**src/design/ocdc_pkg.sv**
```systemverilog
// output channel divider control: shared constants, types and decoders
// assumes byte-wide configuration accesses at fixed byte addresses
package ocdc_pkg;

  // ==========================================================
  // structure
  localparam int NUM_CHAN = 5;
  localparam int NUM_OUT = 10;

  // ==========================================================
  // register map
  localparam logic [7:0] CHAN_BASE = 8'h20;
  localparam logic [7:0] CHAN_STRIDE = 8'h10;
  localparam logic [7:0] OFF_DIVIDE = 8'h00;
  localparam logic [7:0] OFF_PHASE = 8'h01;
  localparam logic [7:0] OFF_CHAN_PD = 8'h02;
  localparam logic [7:0] ENABLE_ADDR_LO = 8'h74;
  localparam logic [7:0] ENABLE_ADDR_HI = 8'h75;

  // field positions
  localparam int CHAN_PD_BIT = 7;
  localparam int OUT_PD_BIT = 7;
  localparam int STYLE_BIT = 4;
  localparam int AMP_LSB = 2;

  // values after reset
  localparam logic [7:0] DIVIDE_RST = 8'h04;
  localparam logic [7:0] PHASE_RST = 8'h00;
  localparam logic PD_RST = 1'b0;
  localparam logic ENABLE_RST = 1'b0;
  localparam logic STYLE_RST = 1'b0;
  localparam logic [1:0] AMP_RST = 2'h0;

  // ==========================================================
  // timing: one phase step, at least one clock cycle
  localparam int CLK_PERIOD_PS = 100000;
  localparam int PHASE_STEP_PS = 339;
  localparam int PHASE_STEP_CYC =
    (PHASE_STEP_PS + CLK_PERIOD_PS - 1) / CLK_PERIOD_PS;

  // ==========================================================
  // types
  typedef enum logic [2:0] {
    ST_OFF = 3'b001,
    ST_WAIT = 3'b010,
    ST_RUN = 3'b100
  } ocdc_state_t;

  typedef enum logic {
    FMT_LOW_VOLT_DIFF = 1'b0,
    FMT_EMITTER_COUPLED = 1'b1
  } ocdc_format_t;

  typedef enum logic [1:0] {
    SWING_250MV = 2'h0,
    SWING_500MV = 2'h1,
    SWING_750MV = 2'h2,
    SWING_1000MV = 2'h3
  } ocdc_swing_t;

  // ==========================================================
  // decoders
  // divider code to ratio; reserved codes fall back to divide by 6
  function automatic logic [7:0] ocdcRatio(input logic [7:0] code);
    case (code)
      8'h80: return 8'h01;
      8'h00: return 8'h02;
      8'h01: return 8'h03;
      8'h02: return 8'h04;
      8'h03: return 8'h05;
      8'h04: return 8'h06;
      8'h06: return 8'h08;
      8'h43: return 8'h0A;
      8'h44: return 8'h0C;
      8'h46: return 8'h10;
      8'h4B: return 8'h14;
      8'h4C: return 8'h18;
      8'h53: return 8'h1E;
      8'h4E: return 8'h20;
      8'h54: return 8'h24;
      8'h5B: return 8'h28;
      8'h56: return 8'h30;
      8'h63: return 8'h32;
      8'h64: return 8'h3C;
      8'h5E: return 8'h40;
      8'h5F: return 8'h48;
      8'h66: return 8'h50;
      8'h6E: return 8'h60;
      8'h7B: return 8'h64;
      8'h7C: return 8'h78;
      8'h76: return 8'h80;
      8'h7E: return 8'hA0;
      default: return 8'h06;
    endcase
  endfunction

  // byte address of a channel register
  function automatic logic [7:0] ocdcChanAddr(input int ch,
                                               input logic [7:0] off);
    return 8'(int'(CHAN_BASE) + int'(CHAN_STRIDE) * ch + int'(off));
  endfunction

  // channel that feeds each output
  function automatic int ocdcOutChan(input int idx);
    case (idx)
      0, 1, 2: return 0;
      3, 4: return 1;
      5, 6: return 2;
      7: return 3;
      default: return 4;
    endcase
  endfunction

  // byte address of each output's settings register
  function automatic logic [7:0] ocdcOutAddr(input int idx);
    case (idx)
      0: return 8'h24;
      1: return 8'h25;
      2: return 8'h26;
      3: return 8'h34;
      4: return 8'h35;
      5: return 8'h44;
      6: return 8'h45;
      7: return 8'h54;
      8: return 8'h64;
      default: return 8'h65;
    endcase
  endfunction

  // enable bit address and position of each output
  function automatic logic [7:0] ocdcEnAddr(input int idx);
    return (idx < 8) ? ENABLE_ADDR_LO : ENABLE_ADDR_HI;
  endfunction

  function automatic int ocdcEnBit(input int idx);
    return (idx < 8) ? (7 - idx) : (idx - 8);
  endfunction

endpackage

```
**src/design/ocdc_channel_divider.sv**
```systemverilog
// one channel's integer divider with coarse phase start delay
// assumes ratio and delay are stable while restart is low
`timescale 1ns/1ps

module ocdc_channel_divider
  import ocdc_pkg::*;
(
  input wire logic clk,
  input wire logic rst_n,
  input wire logic restart,
  input wire logic powerDown,
  input wire logic [7:0] ratio,
  input wire logic [7:0] delay,
  output logic divClk
);

  ocdc_state_t state_q, state_d;
  logic [15:0] waitCnt_q;
  logic [7:0] phaseCnt_q, phaseCnt_d;
  logic [15:0] loadCnt;
  logic [8:0] highCnt;
  logic divClk_q;

  assign loadCnt = 16'(int'(delay) * PHASE_STEP_CYC);
  assign highCnt = (9'(ratio) + 9'h001) >> 1;
  assign divClk = divClk_q;

  // ==========================================================
  // sequencing: off, phase wait, running
  always_comb begin
    state_d = state_q;
    case (state_q)
      ST_OFF: state_d = (loadCnt == 16'h0000) ? ST_RUN : ST_WAIT;
      ST_WAIT: if (waitCnt_q == 16'h0001) begin
        state_d = ST_RUN;
      end
      ST_RUN: state_d = ST_RUN;
      default: state_d = ST_OFF;
    endcase
    if (powerDown) begin
      state_d = ST_OFF;
    end else if (restart) begin
      state_d = (loadCnt == 16'h0000) ? ST_RUN : ST_WAIT;
    end
  end

  always_ff @(posedge clk) begin
    if (!rst_n) begin
      state_q <= ST_OFF;
    end else begin
      state_q <= state_d;
    end
  end

  // phase delay countdown in steps
  always_ff @(posedge clk) begin
    if (!rst_n) begin
      waitCnt_q <= 16'h0000;
    end else if (state_d == ST_WAIT &&
                 (state_q != ST_WAIT || restart)) begin
      waitCnt_q <= loadCnt;
    end else if (state_q == ST_WAIT) begin
      waitCnt_q <= waitCnt_q - 16'h0001;
    end
  end

  // ==========================================================
  // divider count, wraps at the ratio
  always_comb begin
    phaseCnt_d = 8'h00;
    if (state_d == ST_RUN && state_q == ST_RUN && !restart) begin
      if (9'(phaseCnt_q) + 9'h001 >= 9'(ratio)) begin
        phaseCnt_d = 8'h00;
      end else begin
        phaseCnt_d = phaseCnt_q + 8'h01;
      end
    end
  end

  always_ff @(posedge clk) begin
    if (!rst_n) begin
      phaseCnt_q <= 8'h00;
    end else begin
      phaseCnt_q <= phaseCnt_d;
    end
  end

  // high for the first half of each period, low when stopped
  always_ff @(posedge clk) begin
    if (!rst_n) begin
      divClk_q <= 1'b0;
    end else begin
      divClk_q <= (state_d == ST_RUN) && (9'(phaseCnt_d) < highCnt);
    end
  end
endmodule

```
**src/design/ocdc_control.sv**
```systemverilog
// What this block does
// - decode each channel's 8-bit divider code to ratio, reset is divide six
// - channel power-down bit one stops whole channel; resets to zero
// - output power-down bit one powers that output down; resets zero
// - channel start delayed by phase code times one-clock-cycle steps (339ps rounded up); resets zero
// - output enable zero holds output low; one passes clock; resets zero
// - format bit zero low-voltage differential, one emitter-coupled
// - two-bit amplitude picks one of four swings; resets to 00
//
// channel and clock output settings registers plus divided outputs
// assumes the configuration port is driven by logic on clk
`timescale 1ns/1ps

module ocdc_control
  import ocdc_pkg::*;
(
  input wire logic clk,
  input wire logic rst_n,
  input wire logic [7:0] cfgAddr,
  input wire logic [7:0] cfgWrData,
  input wire logic cfgWrite,
  input wire logic cfgRead,
  output logic [7:0] cfgRdData,
  output logic cfgRdValid,
  output logic [NUM_OUT-1:0] clockOutputPin,
  output logic [NUM_OUT-1:0] outputFormat,
  output logic [2*NUM_OUT-1:0] outputSwing,
  output logic [NUM_OUT-1:0] outputPowerDown,
  output logic [NUM_CHAN-1:0] channelPowerDown
);

  logic [7:0] divCode_q [NUM_CHAN];
  logic [7:0] phase_q [NUM_CHAN];
  logic [NUM_CHAN-1:0] chanPd_q;
  logic [NUM_CHAN-1:0] restart_q;
  logic [NUM_OUT-1:0] outPd_q, style_q, enable_q;
  logic [1:0] amp_q [NUM_OUT];
  logic [7:0] ratioW [NUM_CHAN];
  logic [NUM_CHAN-1:0] divClkW;
  logic [NUM_OUT-1:0] pin_q, format_q, outPdOut_q;
  logic [2*NUM_OUT-1:0] swing_q;
  logic [7:0] rdData_q, rdData_d;
  logic rdValid_q;

  // ==========================================================
  // channel registers: divider, phase, power-down
  always_ff @(posedge clk) begin
    for (int c = 0; c < NUM_CHAN; c++) begin
      if (!rst_n) begin
        divCode_q[c] <= DIVIDE_RST;
        phase_q[c] <= PHASE_RST;
        chanPd_q[c] <= PD_RST;
      end else if (cfgWrite) begin
        if (cfgAddr == ocdcChanAddr(c, OFF_DIVIDE)) begin
          divCode_q[c] <= cfgWrData;
        end
        if (cfgAddr == ocdcChanAddr(c, OFF_PHASE)) begin
          phase_q[c] <= cfgWrData;
        end
        if (cfgAddr == ocdcChanAddr(c, OFF_CHAN_PD)) begin
          chanPd_q[c] <= cfgWrData[CHAN_PD_BIT];
        end
      end
    end
  end

  // restart a channel one cycle after any write to its divider or phase register
  always_ff @(posedge clk) begin
    for (int c = 0; c < NUM_CHAN; c++) begin
      if (!rst_n) begin
        restart_q[c] <= 1'b0;
      end else begin
        restart_q[c] <= cfgWrite &&
          (cfgAddr == ocdcChanAddr(c, OFF_DIVIDE) ||
           cfgAddr == ocdcChanAddr(c, OFF_PHASE));
      end
    end
  end

  // ==========================================================
  // output registers: power-down, format, amplitude, enable
  always_ff @(posedge clk) begin
    for (int i = 0; i < NUM_OUT; i++) begin
      if (!rst_n) begin
        outPd_q[i] <= PD_RST;
        style_q[i] <= STYLE_RST;
        amp_q[i] <= AMP_RST;
        enable_q[i] <= ENABLE_RST;
      end else if (cfgWrite) begin
        if (cfgAddr == ocdcOutAddr(i)) begin
          outPd_q[i] <= cfgWrData[OUT_PD_BIT];
          style_q[i] <= cfgWrData[STYLE_BIT];
          amp_q[i] <= cfgWrData[AMP_LSB+:2];
        end
        if (cfgAddr == ocdcEnAddr(i)) begin
          enable_q[i] <= cfgWrData[ocdcEnBit(i)];
        end
      end
    end
  end

  // ==========================================================
  // read mux; reserved bits and unmapped addresses read zero
  always_comb begin
    rdData_d = 8'h00;
    for (int c = 0; c < NUM_CHAN; c++) begin
      if (cfgAddr == ocdcChanAddr(c, OFF_DIVIDE)) begin
        rdData_d = divCode_q[c];
      end
      if (cfgAddr == ocdcChanAddr(c, OFF_PHASE)) begin
        rdData_d = phase_q[c];
      end
      if (cfgAddr == ocdcChanAddr(c, OFF_CHAN_PD)) begin
        rdData_d[CHAN_PD_BIT] = chanPd_q[c];
      end
    end
    for (int i = 0; i < NUM_OUT; i++) begin
      if (cfgAddr == ocdcOutAddr(i)) begin
        rdData_d[OUT_PD_BIT] = outPd_q[i];
        rdData_d[STYLE_BIT] = style_q[i];
        rdData_d[AMP_LSB+:2] = amp_q[i];
      end
      if (cfgAddr == ocdcEnAddr(i)) begin
        rdData_d[ocdcEnBit(i)] = enable_q[i];
      end
    end
  end

  always_ff @(posedge clk) begin
    if (!rst_n) begin
      rdData_q <= 8'h00;
      rdValid_q <= 1'b0;
    end else begin
      rdData_q <= cfgRead ? rdData_d : 8'h00;
      rdValid_q <= cfgRead;
    end
  end

  // ==========================================================
  // channel dividers
  for (genvar c = 0; c < NUM_CHAN; c++) begin : gChan
    assign ratioW[c] = ocdcRatio(divCode_q[c]);
    ocdc_channel_divider uDiv (
      .clk(clk),
      .rst_n(rst_n),
      .restart(restart_q[c]),
      .powerDown(chanPd_q[c]),
      .ratio(ratioW[c]),
      .delay(phase_q[c]),
      .divClk(divClkW[c])
    );
  end

  // ==========================================================
  // output gating and driver settings
  always_ff @(posedge clk) begin
    for (int i = 0; i < NUM_OUT; i++) begin
      if (!rst_n) begin
        pin_q[i] <= 1'b0;
        outPdOut_q[i] <= 1'b0;
        format_q[i] <= FMT_LOW_VOLT_DIFF;
        swing_q[2*i+:2] <= SWING_250MV;
      end else begin
        pin_q[i] <= enable_q[i] && !outPd_q[i] &&
          !chanPd_q[ocdcOutChan(i)] &&
          divClkW[ocdcOutChan(i)];
        outPdOut_q[i] <= outPd_q[i] || chanPd_q[ocdcOutChan(i)];
        format_q[i] <= style_q[i];
        swing_q[2*i+:2] <= amp_q[i];
      end
    end
  end

  assign clockOutputPin = pin_q;
  assign outputFormat = format_q;
  assign outputSwing = swing_q;
  assign outputPowerDown = outPdOut_q;
  assign channelPowerDown = chanPd_q;
  assign cfgRdData = rdData_q;
  assign cfgRdValid = rdValid_q;

  // ==========================================================
  // checks
  for (genvar i = 0; i < NUM_OUT; i++) begin : gChk
    localparam int CH = ocdcOutChan(i);
    localparam logic [7:0] OADDR = ocdcOutAddr(i);

  end

  for (genvar c = 0; c < NUM_CHAN; c++) begin : gChkChan
    localparam logic [7:0] DADDR = ocdcChanAddr(c, OFF_DIVIDE);

  end
endmodule

```
**config.mk**
```make
export PLATFORM = sky130hd
export DESIGN_NAME = ocdc_control
export DESIGN_NICKNAME = d
export VERILOG_FILES = /design/src/design/ocdc_pkg.sv /design/src/design/ocdc_channel_divider.sv /design/src/design/ocdc_control.sv
export SDC_FILE = /design/constraint.sdc
export NUM_CORES = 1
export LEC_CHECK = 0
export ABC_AREA = 1
export BUFFER_PORTS_ARGS = -buffer_cell sky130_fd_sc_hd__buf_2
export CAP_MARGIN = 20
export CORE_ASPECT_RATIO = 2
export CORE_UTILIZATION = 63
export DETAILED_ROUTE_END_ITERATION = 16
export PLACE_DENSITY = 0.92
export SLEW_MARGIN = 10
export SYNTH_ARGS = -nofsm -noshare
export SYNTH_HDL_FRONTEND = slang
export SYNTH_SLANG_ARGS = --single-unit
```
**constraint.sdc**
```tcl
create_clock -name clk -period 5.28 [get_ports clk]
set_input_delay 0.792 -clock clk [delete_from_list [all_inputs] [get_ports clk]]
set_output_delay 0.792 -clock clk [all_outputs]
set_load 0.05 [all_outputs]
```
-- Yosys cells after proc, flatten, opt, wreduce, memory -nomap -nowiden
Memory sizes are Yosys's and may differ from the RTL's.
Cells that the tools add are included.
- logic and storage cells: 699
- bits in writable memories: 100
- flip-flop bits (word level): 239
- latch bits: 0
- input bits: 20
- memories: 3
- bits in read-only memories: 0
- memory list (memory ; words ; width ; rd ports ; clocked after memory_dff ; write ports ; line ; source):
    divCode_q ; 5 ; 8 ; 5 ; 0 ; 5 ; ocdc_control.sv:32 ; logic [7:0] divCode_q [NUM_CHAN];
    phase_q ; 5 ; 8 ; 5 ; 0 ; 5 ; ocdc_control.sv:33 ; logic [7:0] phase_q [NUM_CHAN];
    amp_q ; 10 ; 2 ; 10 ; 0 ; 10 ; ocdc_control.sv:37 ; logic [1:0] amp_q [NUM_OUT];
- multiplexer cells: 251
- equality and inequality tests: 197
- magnitude comparators: 15
- $add $sub $neg: 20
- divide/modulo/power cells: 0
- multiply operators: 0
- shift-type cells: 0
- bitwise gates (word level): 21
- reduce and logical (&&, ||, !) cells: 133
- operators with widths (operator ; number):
    case mux 8 bit (26 select lines) ; 5
    equality test 8 x 7 -> 1 bit, second input constant ; 116
    two-way mux 8 bit ; 60
    < comparator 32 x 5 -> 1 bit, second input constant ; 5
    two-way mux 32 bit ; 5
    two-way mux 1 bit ; 126
    adder 8 x 1 -> 9 bit, second input constant ; 10
    two-way mux 3 bit ; 30
    equality test 8 x 6 -> 1 bit, second input constant ; 11
    equality test 16 x 1 -> 1 bit, second input constant ; 5
    equality test 8 x 2 -> 1 bit, second input constant ; 10
    equality test 8 bit ; 10
    logical NOT 16 bit ; 5
    subtractor 16 x 1 -> 16 bit, second input constant ; 5
    logical AND 1 bit ; 55
    >= comparator 9 x 8 -> 1 bit ; 5
    case mux 3 bit (3 select lines) ; 5
    adder 8 x 1 -> 8 bit, second input constant ; 5
    equality test 8 x 1 -> 1 bit, second input constant ; 5
    equality test 8 x 3 -> 1 bit, second input constant ; 5
    equality test 8 bit, second input constant ; 5
    logical NOT 8 bit ; 5
    < comparator 8 bit ; 5
    AND reduction 2 bit ; 18
    12 further kinds ; 121

-- Longest topological paths before layout
Gate-level depths: netlist of run 1.
- depth in word-level cells: 28
- depth in mapped cells: 32
- mapped depth without buffers: 31

-- By module
A second synthesis of run 1 with hierarchy kept.
- cell total of the unflattened synthesis: 2748
- area, all modules: 20153.1 um2
- modules (own cells, without submodules) (module ; sequential area each (um2) ; cells each ; times used ; area each (um2)):
    ocdc_control ; 4984.8 ; 1288 ; 1 ; 9846.9
    ocdc_channel_divider (gChan[0].uDiv ...) ; 560.5 ; 291 ; 3 ; 2057.0
    ocdc_channel_divider (gChan[2].uDiv) ; 560.5 ; 287 ; 1 ; 2100.8
    ocdc_channel_divider (gChan[4].uDiv) ; 560.5 ; 300 ; 1 ; 2034.5

-- Least setup slack after synthesis of run 1
OpenSTA, ideal clock, no wires.
- path type: register -> register
- start point: mem divCode_q[4][6]
- end point: reg gChan[4].uDiv.divClk_q
- data arrival time: 3.859 ns
- library setup time: 0.070 ns
- setup slack: 1.351 ns
- data required time: 5.210 ns
- clock period less this slack: 3.929 ns
- cell stages (with the launch flop): 33
- path buffers: 1
- cells stage by stage: edfxtp_1 > inv_1 > nor2_1 > inv_1 > nor2_1 > inv_1 > nor2_2 > inv_1 > nor2_1 > inv_1 > nand2_1 > nor2_1 > nand2_1 > a211oi_2 > nand4_1 > nand2_1 > inv_1 > ha_1 > a21oi_1 > o211ai_1 > nand3_1 > nand2_1 > nand3_1 > nand2_1 > a21oi_1 > nand3_2 > clkbuf_1 > nor2_1 > ha_1 > a21oi_1 > o21ai_0 > or4_1 > a21oi_1
- RTL lines (what ; line ; source):
    start, declared ; ocdc_control.sv:32 ;
    end signal, assigned ; ocdc_channel_divider.sv:93 ; divClk_q <= (state_d == ST_RUN) && (9'(phaseCnt_d) < highCnt);
    end, declared ; ocdc_channel_divider.sv:22 ; logic divClk_q;

==> summary.txt, run 1 <==
Status
  – Outcome: completed

STA
  – Min Hold Slack: 0.4259 ns
  – Final period util: 86.07%
  – Rel. slew slack: 27.63%
  – Least-Margin Pin Slew: 1.074 ns
  – Clock Skews: 0.01340 ns
  – Setup_tns: 0 ns
  – Pins Over Slew Limit: 0
  – Final setup vio count: 0
  – Minimum clock period: between 4 and 5 ns
  – Final Hold Viols: 0
  – Setup WS post-layout: 0.7354 ns
  – RSZ-0062 raised after global routing: false
  – FMAX: approximately 220 MHz

Routing
  – Met1 Routed Length: 18440 um
  – Max Used Layer: met4
  – Vias: 18.30k
  – DR WL met3: around 4500 um
  – Iter 0 DRT Violations: between 1.5k and 2k
  – Post-route ant nets: 0
  – Post-Route WL: 55410 um
  – Vias/cell: between 6 and 7
  – DRT Pass-1 Iters: 6
  – Met2 Routed Length: 28050 um
  – WL/cell: 18.28 um
  – Detailed-route DRC error count: 0

Logic synthesis
  – Largest family of logic cells by synthesized area: simple AND/OR/NAND/NOR gates
  – Mapped Area: 19100 um^2
  – Commonest cells in the synthesized netlist: 458 x nor2_1, 387 x inv_1, 360 x nand2_1
  – Flops & latches, synth: 339
  – Mux cell area share after synthesis: 0%
  – Syn. warnings: 0
  – Simple-Gate Fraction of Synth Area: 28.25%
  – Mean area per synthesized cell: 7.425 um^2
  – Post-synthesis sequential area ratio: 40.78%
  – Main area contributors after synthesis: dfxtp_1 25%, edfxtp_1 16%, nor2_1 9.0%
  – Number of synthesized flops with an enable pin: 100
  – Xor/xnor share of the synthesized area: under 10%
  – Cell with the most instances after synthesis: nor2_1
  – Adder-Cell Fraction of Synth Area: 6.224%
  – Area leader, netlist: dfxtp_1
  – Top FF cell, synth: dfxtp_1
  – Post-Syn Instances: 2572
  – Synth unique cells: 63
  – Share of Yosys cell area claimed by the top area cell type: 25.05%
  – Synth Area in Compound Gates: 11.00%
  – Asr flop ratio synth: 0%

CTS
  – # H-tree levels: 1
  – Setup bufs post-CTS: 0
  – Clock buffer depth: 3
  – TritonCTS clock tree: built
  – Worst-path clk slew: 0.07 ns
  – Post_cts resized: 0
  – Clock Latency Late Sink: 0.58 ns
  – # clock sinks: 339
  – Clock root cell: clkbuf_16
  – Total CTS buffers: 30
  – Hold_buf cts: 0

Worst setup path
  – WP data arrival: 5.05 ns
  – Setup CP Type: flop to flop
  – Startpoint types: flop
  – Max incr delay on CP: 0.43 ns
  – CP top delay family: simple AND/OR/NAND/NOR gates
  – Critical Path, Cell by Cell: inv_1, nor3_1, inv_1, nor2_1, inv_1, o21ai_0, nand3b_1, nor4_2, nor4_1, ha_1, nand3_1, o211ai_1, nand3_1, nand2_1, a211oi_1, and2_1, nand2_1, nor2_1, ha_1, a211oi_1, o2111ai_1, a21oi_1
  – Crit path max-delay cell type: edfxtp_1
  – Crit. End Element: flop
  – Max FO, Critical Path: 14
  – Required @ worst endpoint: roughly 5.8 ns
  – Buf+Inv Stages, Crit Path: 3
  – Most frequent CP cell: inv_1

Cells and area
  – Layout cells sized above 1: under 10%
  – Layout area overhead: 9.494%
  – N_diodes: 0
  – Nets@finish: ~2.8k

Global route
  – GRT Total Usage: 35.60%
  – Initial antenna violation count: 0
  – First-pass GRT wire length: 88130 um
  – Global route total overflow: 0
  – Pin count of the biggest net entering global routing: 64
  – Vias in the first global route: 18.28k

Power
  – Power density over cell area: roughly 360 nW/um^2
  – Leakage Power: 9.056 nW
  – Worst VDD drop: around 0.31 mV

Floorplan
  – Die height: around 250 um
  – Initial Util: 64.47%
  – Top Ports: 84
  – Total core area: roughly 30000 um^2
  – Die area: 31050 um^2
  – Chip Width: around 130 um
  – Num rows: 89

Worst hold path
  – Hold crit path type: flop to flop

Placement
  – Routability cong.: 1.008
  – Final HPWL DP: 40320 um
  – # port buffers: 83
  – DP Worst Slack: ~0.81 ns

Job
  – Max Cap Viol: 0
[final cells by class]
| cell class | instances | area [um^2] |
|---|---|---|
| multi-input cells | 1762 | 9509 |
| fillers | 2201 | 8711 |
| flip-flops and latches | 339 | 7787 |
| inverters | 419 | 1574 |
| clock buffers | 44 | 972.2 |
| repair buffers | 92 | 475.5 |
| well taps | 364 | 455.4 |
| clock inverters | 12 | 136.4 |
[cells in the final DEF, fill, tap and decap left out, types with 6 or more instances in the layout]
master     instances
a2111oi_0          7
a211oi_1          15
a21oi_1          140
a31oi_1            7
buf_2             84
buf_4              6
clkbuf_16         36
dfxtp_1          239
edfxtp_1         100
ha_1              95
inv_1            386
inv_2             27
nand2_1          360
nand2_2            6
nand3_1          106
nand3b_1          12
nand4_1           46
nor2_1           458
nor2_2            13
nor3_1           115
nor3_2            14
nor3b_1            7
nor4_1            31
o211ai_1           7
o21ai_0          115
o21ai_1           19
o22ai_1           23
or2_2              8
xnor2_1           25
xor2_1            67
[per-stage QoR]
step           std cells  cell area [um^2]  util (%)  total power, W
2_1_floorplan       2576             19110         -        0.004614
3_3_place_gp        2971             19770     66.76        0.004953
3_5_place_dp        2971             19770     66.76        0.005027
4_1_cts             3027             20880     70.50        0.007414
5_1_grt             3032             20910     70.59        0.007837
6_report            3032             20910     70.59        0.007472
[report_power, final]
part,internal (W),switching [W],leakage [nW]
clock network,0.00139,0.00102,0.534
logic,0.000594,0.00129,5.62
registers,0.00293,0.000245,2.90
total,0.00491,0.00256,9.06
[kinds of logic (layout without fill, tap and decap cells)]
group | Yosys count | in the layout
compound gates | 367 | 367
fa+ha+maj | 95 | 95
simple gates | 1203 | 1203
xor+xnor | 92 | 92
other cells | 1 | 5
buf+inv | 475 | 567
flops | 339 | 339
[tightest hold or removal path, cell delays in order, from the launching register on]
cell and delay (ns):
dfxtp_1 0.30, nand2_1 0.05, nor3_1 0.04
[flip-flops by register name (all words and copies together) (netlist names)]
register               flops
enable_q                  10
divCode_q                 40
cfgRdValid                 1
amp_q                     20
phase_q                   40
channelPowerDown           5
gChan.uDiv.phaseCnt_q     40
gChan.uDiv.state_q        15
cfgRdData                  8
gChan.uDiv.waitCnt_q      80
clockOutputPin            10
outputPowerDown           10
gChan.uDiv.divClk          5
outputSwing               20
restart_q                  5
style_q                   10
outputFormat              10
outPd_q                   10
[metal layers]
layer | global-route usage (%) | vias up
li1 | - | 8591
met2 | 66.20 | 1017
met3 | 5.692 | 322
met1 | 35.45 | 8366
met4 | 27.19 | 0
met5 | 0 | -
[final timing paths]
check | start | end | slack (ns) | cells after the start
setup reg to reg | divCode_q[2][1] | gChan[2].uDiv.divClk | 0.74 | 22
hold reg to reg | gChan[3].uDiv.divClk | clockOutputPin[7] | 0.43 | 2
hold / removal | gChan[3].uDiv.divClk | clockOutputPin[7] | 0.43 | 2
setup / recovery | divCode_q[2][1] | gChan[2].uDiv.divClk | 0.74 | 22
Power figures use the tool's default switching activity.
==> inputs of run 2 (changes only) <==
--- a/config.mk
+++ b/config.mk
@@ -9,9 +9,9 @@
 export BUFFER_PORTS_ARGS = -buffer_cell sky130_fd_sc_hd__buf_2
 export CAP_MARGIN = 20
 export CORE_ASPECT_RATIO = 2
-export CORE_UTILIZATION = 63
+export CORE_UTILIZATION = 55
 export DETAILED_ROUTE_END_ITERATION = 16
-export PLACE_DENSITY = 0.92
+export PLACE_DENSITY = 0.83
 export SLEW_MARGIN = 10
 export SYNTH_ARGS = -nofsm -noshare
 export SYNTH_HDL_FRONTEND = slang
==> summary.txt, run 2 (synthesis results as in run 1) <==
Floorplan
  – Initial Util: 55.79% (-8.7 points)
  – Die height: 265.5 um (+7.0%)
  – Die area: 35520 um^2 (+14%)
  – Num rows: 96 (+7.9%)
  – Top Ports: 84 (unchanged)
  – Total core area: 34230 um^2 (+16%)
  – Chip Width: 133.8 um (+6.9%)

Cells and area
  – Max FFs per register: 80 (unchanged)
  – Layout cells sized above 1: 8.866% (+0.058 points)
  – Nets@finish: 2764 (+0.18%)
  – Top reg by flops: gChan.uDiv.waitCnt_q
  – Final Instance Area: 20950 um^2 (+0.17%)
  – Commonest non-fill, non-tap cell in the layout: nor2_1
  – N_diodes: 0 (unchanged)
  – Layout area overhead: 9.683%
  – Layout Utilization: 61.19% (-9.4 points)
  – FILL cells: 3055 (+39%)
  – Most frequent cells in the layout: 458 x nor2_1, 386 x inv_1, 360 x nand2_1

Worst setup path
  – WP data arrival: 5.06 ns (about the same)
  – Max incr delay on CP: 0.48 ns (+0.05 ns)
  – Crit. End Element: flop
  – Register-to-Register Path Depth: 28 (+27%)
  – Worst R2R Setup Slack: 0.74 ns (about the same)
  – Required @ worst endpoint: 5.80 ns (about the same)
  – R2R Path End: gChan[4].uDiv.divClk
  – Most frequent CP cell: nand2_1
  – Startpoint types: flop
  – Crit path max-delay cell type: edfxtp_1
  – Max FO, Critical Path: 14 (unchanged)
  – Setup CP Type: flop to flop
  – CP startpoint: divCode_q[4][0]
  – Critical R2R Launch: divCode_q[4][0]

STA
  – Final Hold Viols: 0 (unchanged)
  – Min Hold Slack: 0.4375 ns (+0.01159 ns)
  – Least-Margin Pin Slew: 1.110 ns (+0.03545 ns)
  – Clock Skews: 0.02348 ns (+0.01008 ns)
  – RSZ-0062 raised after global routing: false
  – Setup_tns: 0 ns (unchanged)
  – Final setup vio count: 0 (unchanged)
  – Pins Over Slew Limit: 0 (unchanged)
  – Setup WS post-layout: 0.7420 ns (+0.006562 ns)
  – Final period util: 85.95% (-0.12 points)
  – Minimum clock period: 4.538 ns (-0.006562 ns)
  – FMAX: 220.4 MHz (+0.14%)
  – Rel. slew slack: 25.94% (-1.7 points)

Power
  – Power density over cell area: 350.8 nW/um^2 (-1.8%)
  – Worst VDD drop: 0.3251 mV (+4.7%)
  – Leakage Power: 9.041 nW (-0.16%)

Routing
  – Iter 0 DRT Violations: 1175 (-31%)
  – DRT Pass-1 Iters: 6 (unchanged)
  – Detailed-route DRC error count: 0 (unchanged)
  – Vias/cell: 5.772 (-4.4%)
  – Post-Route WL: 57150 um (+3.1%)
  – Vias: 17.97k (-1.8%)
  – Post-route ant nets: 0 (unchanged)
  – WL/cell: 18.35 um (+0.43%)

CTS
  – # H-tree levels: 1 (unchanged)
  – Clock root cell: clkbuf_16
  – Hold_buf cts: 0 (unchanged)
  – # clock sinks: 339 (unchanged)
  – Worst-path clk slew: 0.07 ns (about the same)
  – Total CTS buffers: 30 (unchanged)
  – Post_cts resized: 0 (unchanged)
  – Setup bufs post-CTS: 0 (unchanged)
  – Clock Latency Late Sink: 0.60 ns (+0.02 ns)
  – TritonCTS clock tree: built
  – Clock buffer depth: 3 (unchanged)

Global route
  – Met3 usage: 4.193% (-1.5 points)
  – First-pass GRT wire length: 89690 um (+1.8%)
  – Grt met1 use: 29.10% (-6.4 points)
  – Vias in the first global route: 18.30k (+0.088%)
  – GRT busiest layer: met2
  – Pin count of the biggest net entering global routing: 66 (+3.1%)
  – Global route total overflow: 0 (unchanged)
  – Grt met2 use: 63.09% (-3.1 points)
  – Initial antenna violation count: 0 (unchanged)
  – GRT Total Usage: 32.18% (-3.4 points)

Worst hold path
  – Hold crit path type: flop to flop
  – Min-Delay Endpoint: outputFormat[7]
  – Min-delay src: style_q[7]
  – Hold-critical path depth: 2 (unchanged)

Job
  – Max Cap Viol: 0 (unchanged)

Status
  – Outcome: completed

Placement
  – # port buffers: 83 (unchanged)
  – Final HPWL DP: 43860 um (+8.8%)
  – Routability cong.: 0.9999 (-0.80%)
  – DP Worst Slack: 0.7893 ns (-0.02109 ns)
  – Placed Area: 19900 um^2 (+0.64%)
==> run 2: changes by cell type in the layout (fill, tap and decap cells not counted), sizes merged <==
cell / change
clkbuf: -8
dlymetal6s2s: +1
clkinv: +9
buf: +5
clkinvlp: -2
==> run 2: cell type report <==
cell class / count / area, um^2 / area share (%)
Sequential cell: 339 / 7787 / 37.18
Multi-Input combinational cell: 1762 / 9509 / 45.40
Clock inverter: 19 / 168.9 / 0.8064
Timing Repair Buffer: 97 / 515.5 / 2.461
Clock buffer: 37 / 839.6 / 4.008
Inverter: 419 / 1574 / 7.515
Tap cell: 441 / 551.8 / 2.634
==> run 2: worst max-delay path: cells and delay by family, from the launching register on <==
family	cells	cell delay [ns]
AOI/OAI and AO/OA	7	0.82
DFF	1	0.48
adders and majority gates	2	0.53
buffers and inverters	4	0.40
and+or+nand+nor	15	2.24
==> run 2: how the worst max path moves through the flow <==
stage	end	slack [ns]	cells past startpoint
4_1_cts	gChan[4].uDiv.divClk	0.76	25
3_3_place_gp	gChan[4].uDiv.divClk	0.90	25
6_report	gChan[4].uDiv.divClk	0.74	28
2_1_floorplan	gChan[4].uDiv.divClk	1.35	32
3_5_place_dp	gChan[4].uDiv.divClk	0.79	28
5_1_grt	gChan[0].uDiv.divClk	0.26	30
==> run 2: metrics by stage <==
stage / instances / power, W
finish: 3114 / 0.007347
global route: 3114 / 0.007708
CTS: 3108 / 0.007328
detailed placement: 3052 / 0.005092
global placement: 3052 / 0.005004
floorplan: 2576 / 0.004614
==> run 2: where the power goes <==
| part | total (W) | leakage (nW) | internal [W] | switching, W |
|---|---|---|---|---|
| Sequential | 0.00318 | 2.90 | 0.00293 | 0.000242 |
| Combinational | 0.00191 | 5.65 | 0.000597 | 0.00131 |
| Clock | 0.00227 | 0.498 | 0.00124 | 0.00103 |
| Total | 0.00735 | 9.04 | 0.00477 | 0.00258 |
==> run 2: routing by layer <==
metal / up-vias / share of wire (%)
li1: 8606 / -
met1: 8264 / 32
met2: 800 / 54
met3: 303 / 5.9
met4: 0 / 8.3
met5: - / 0
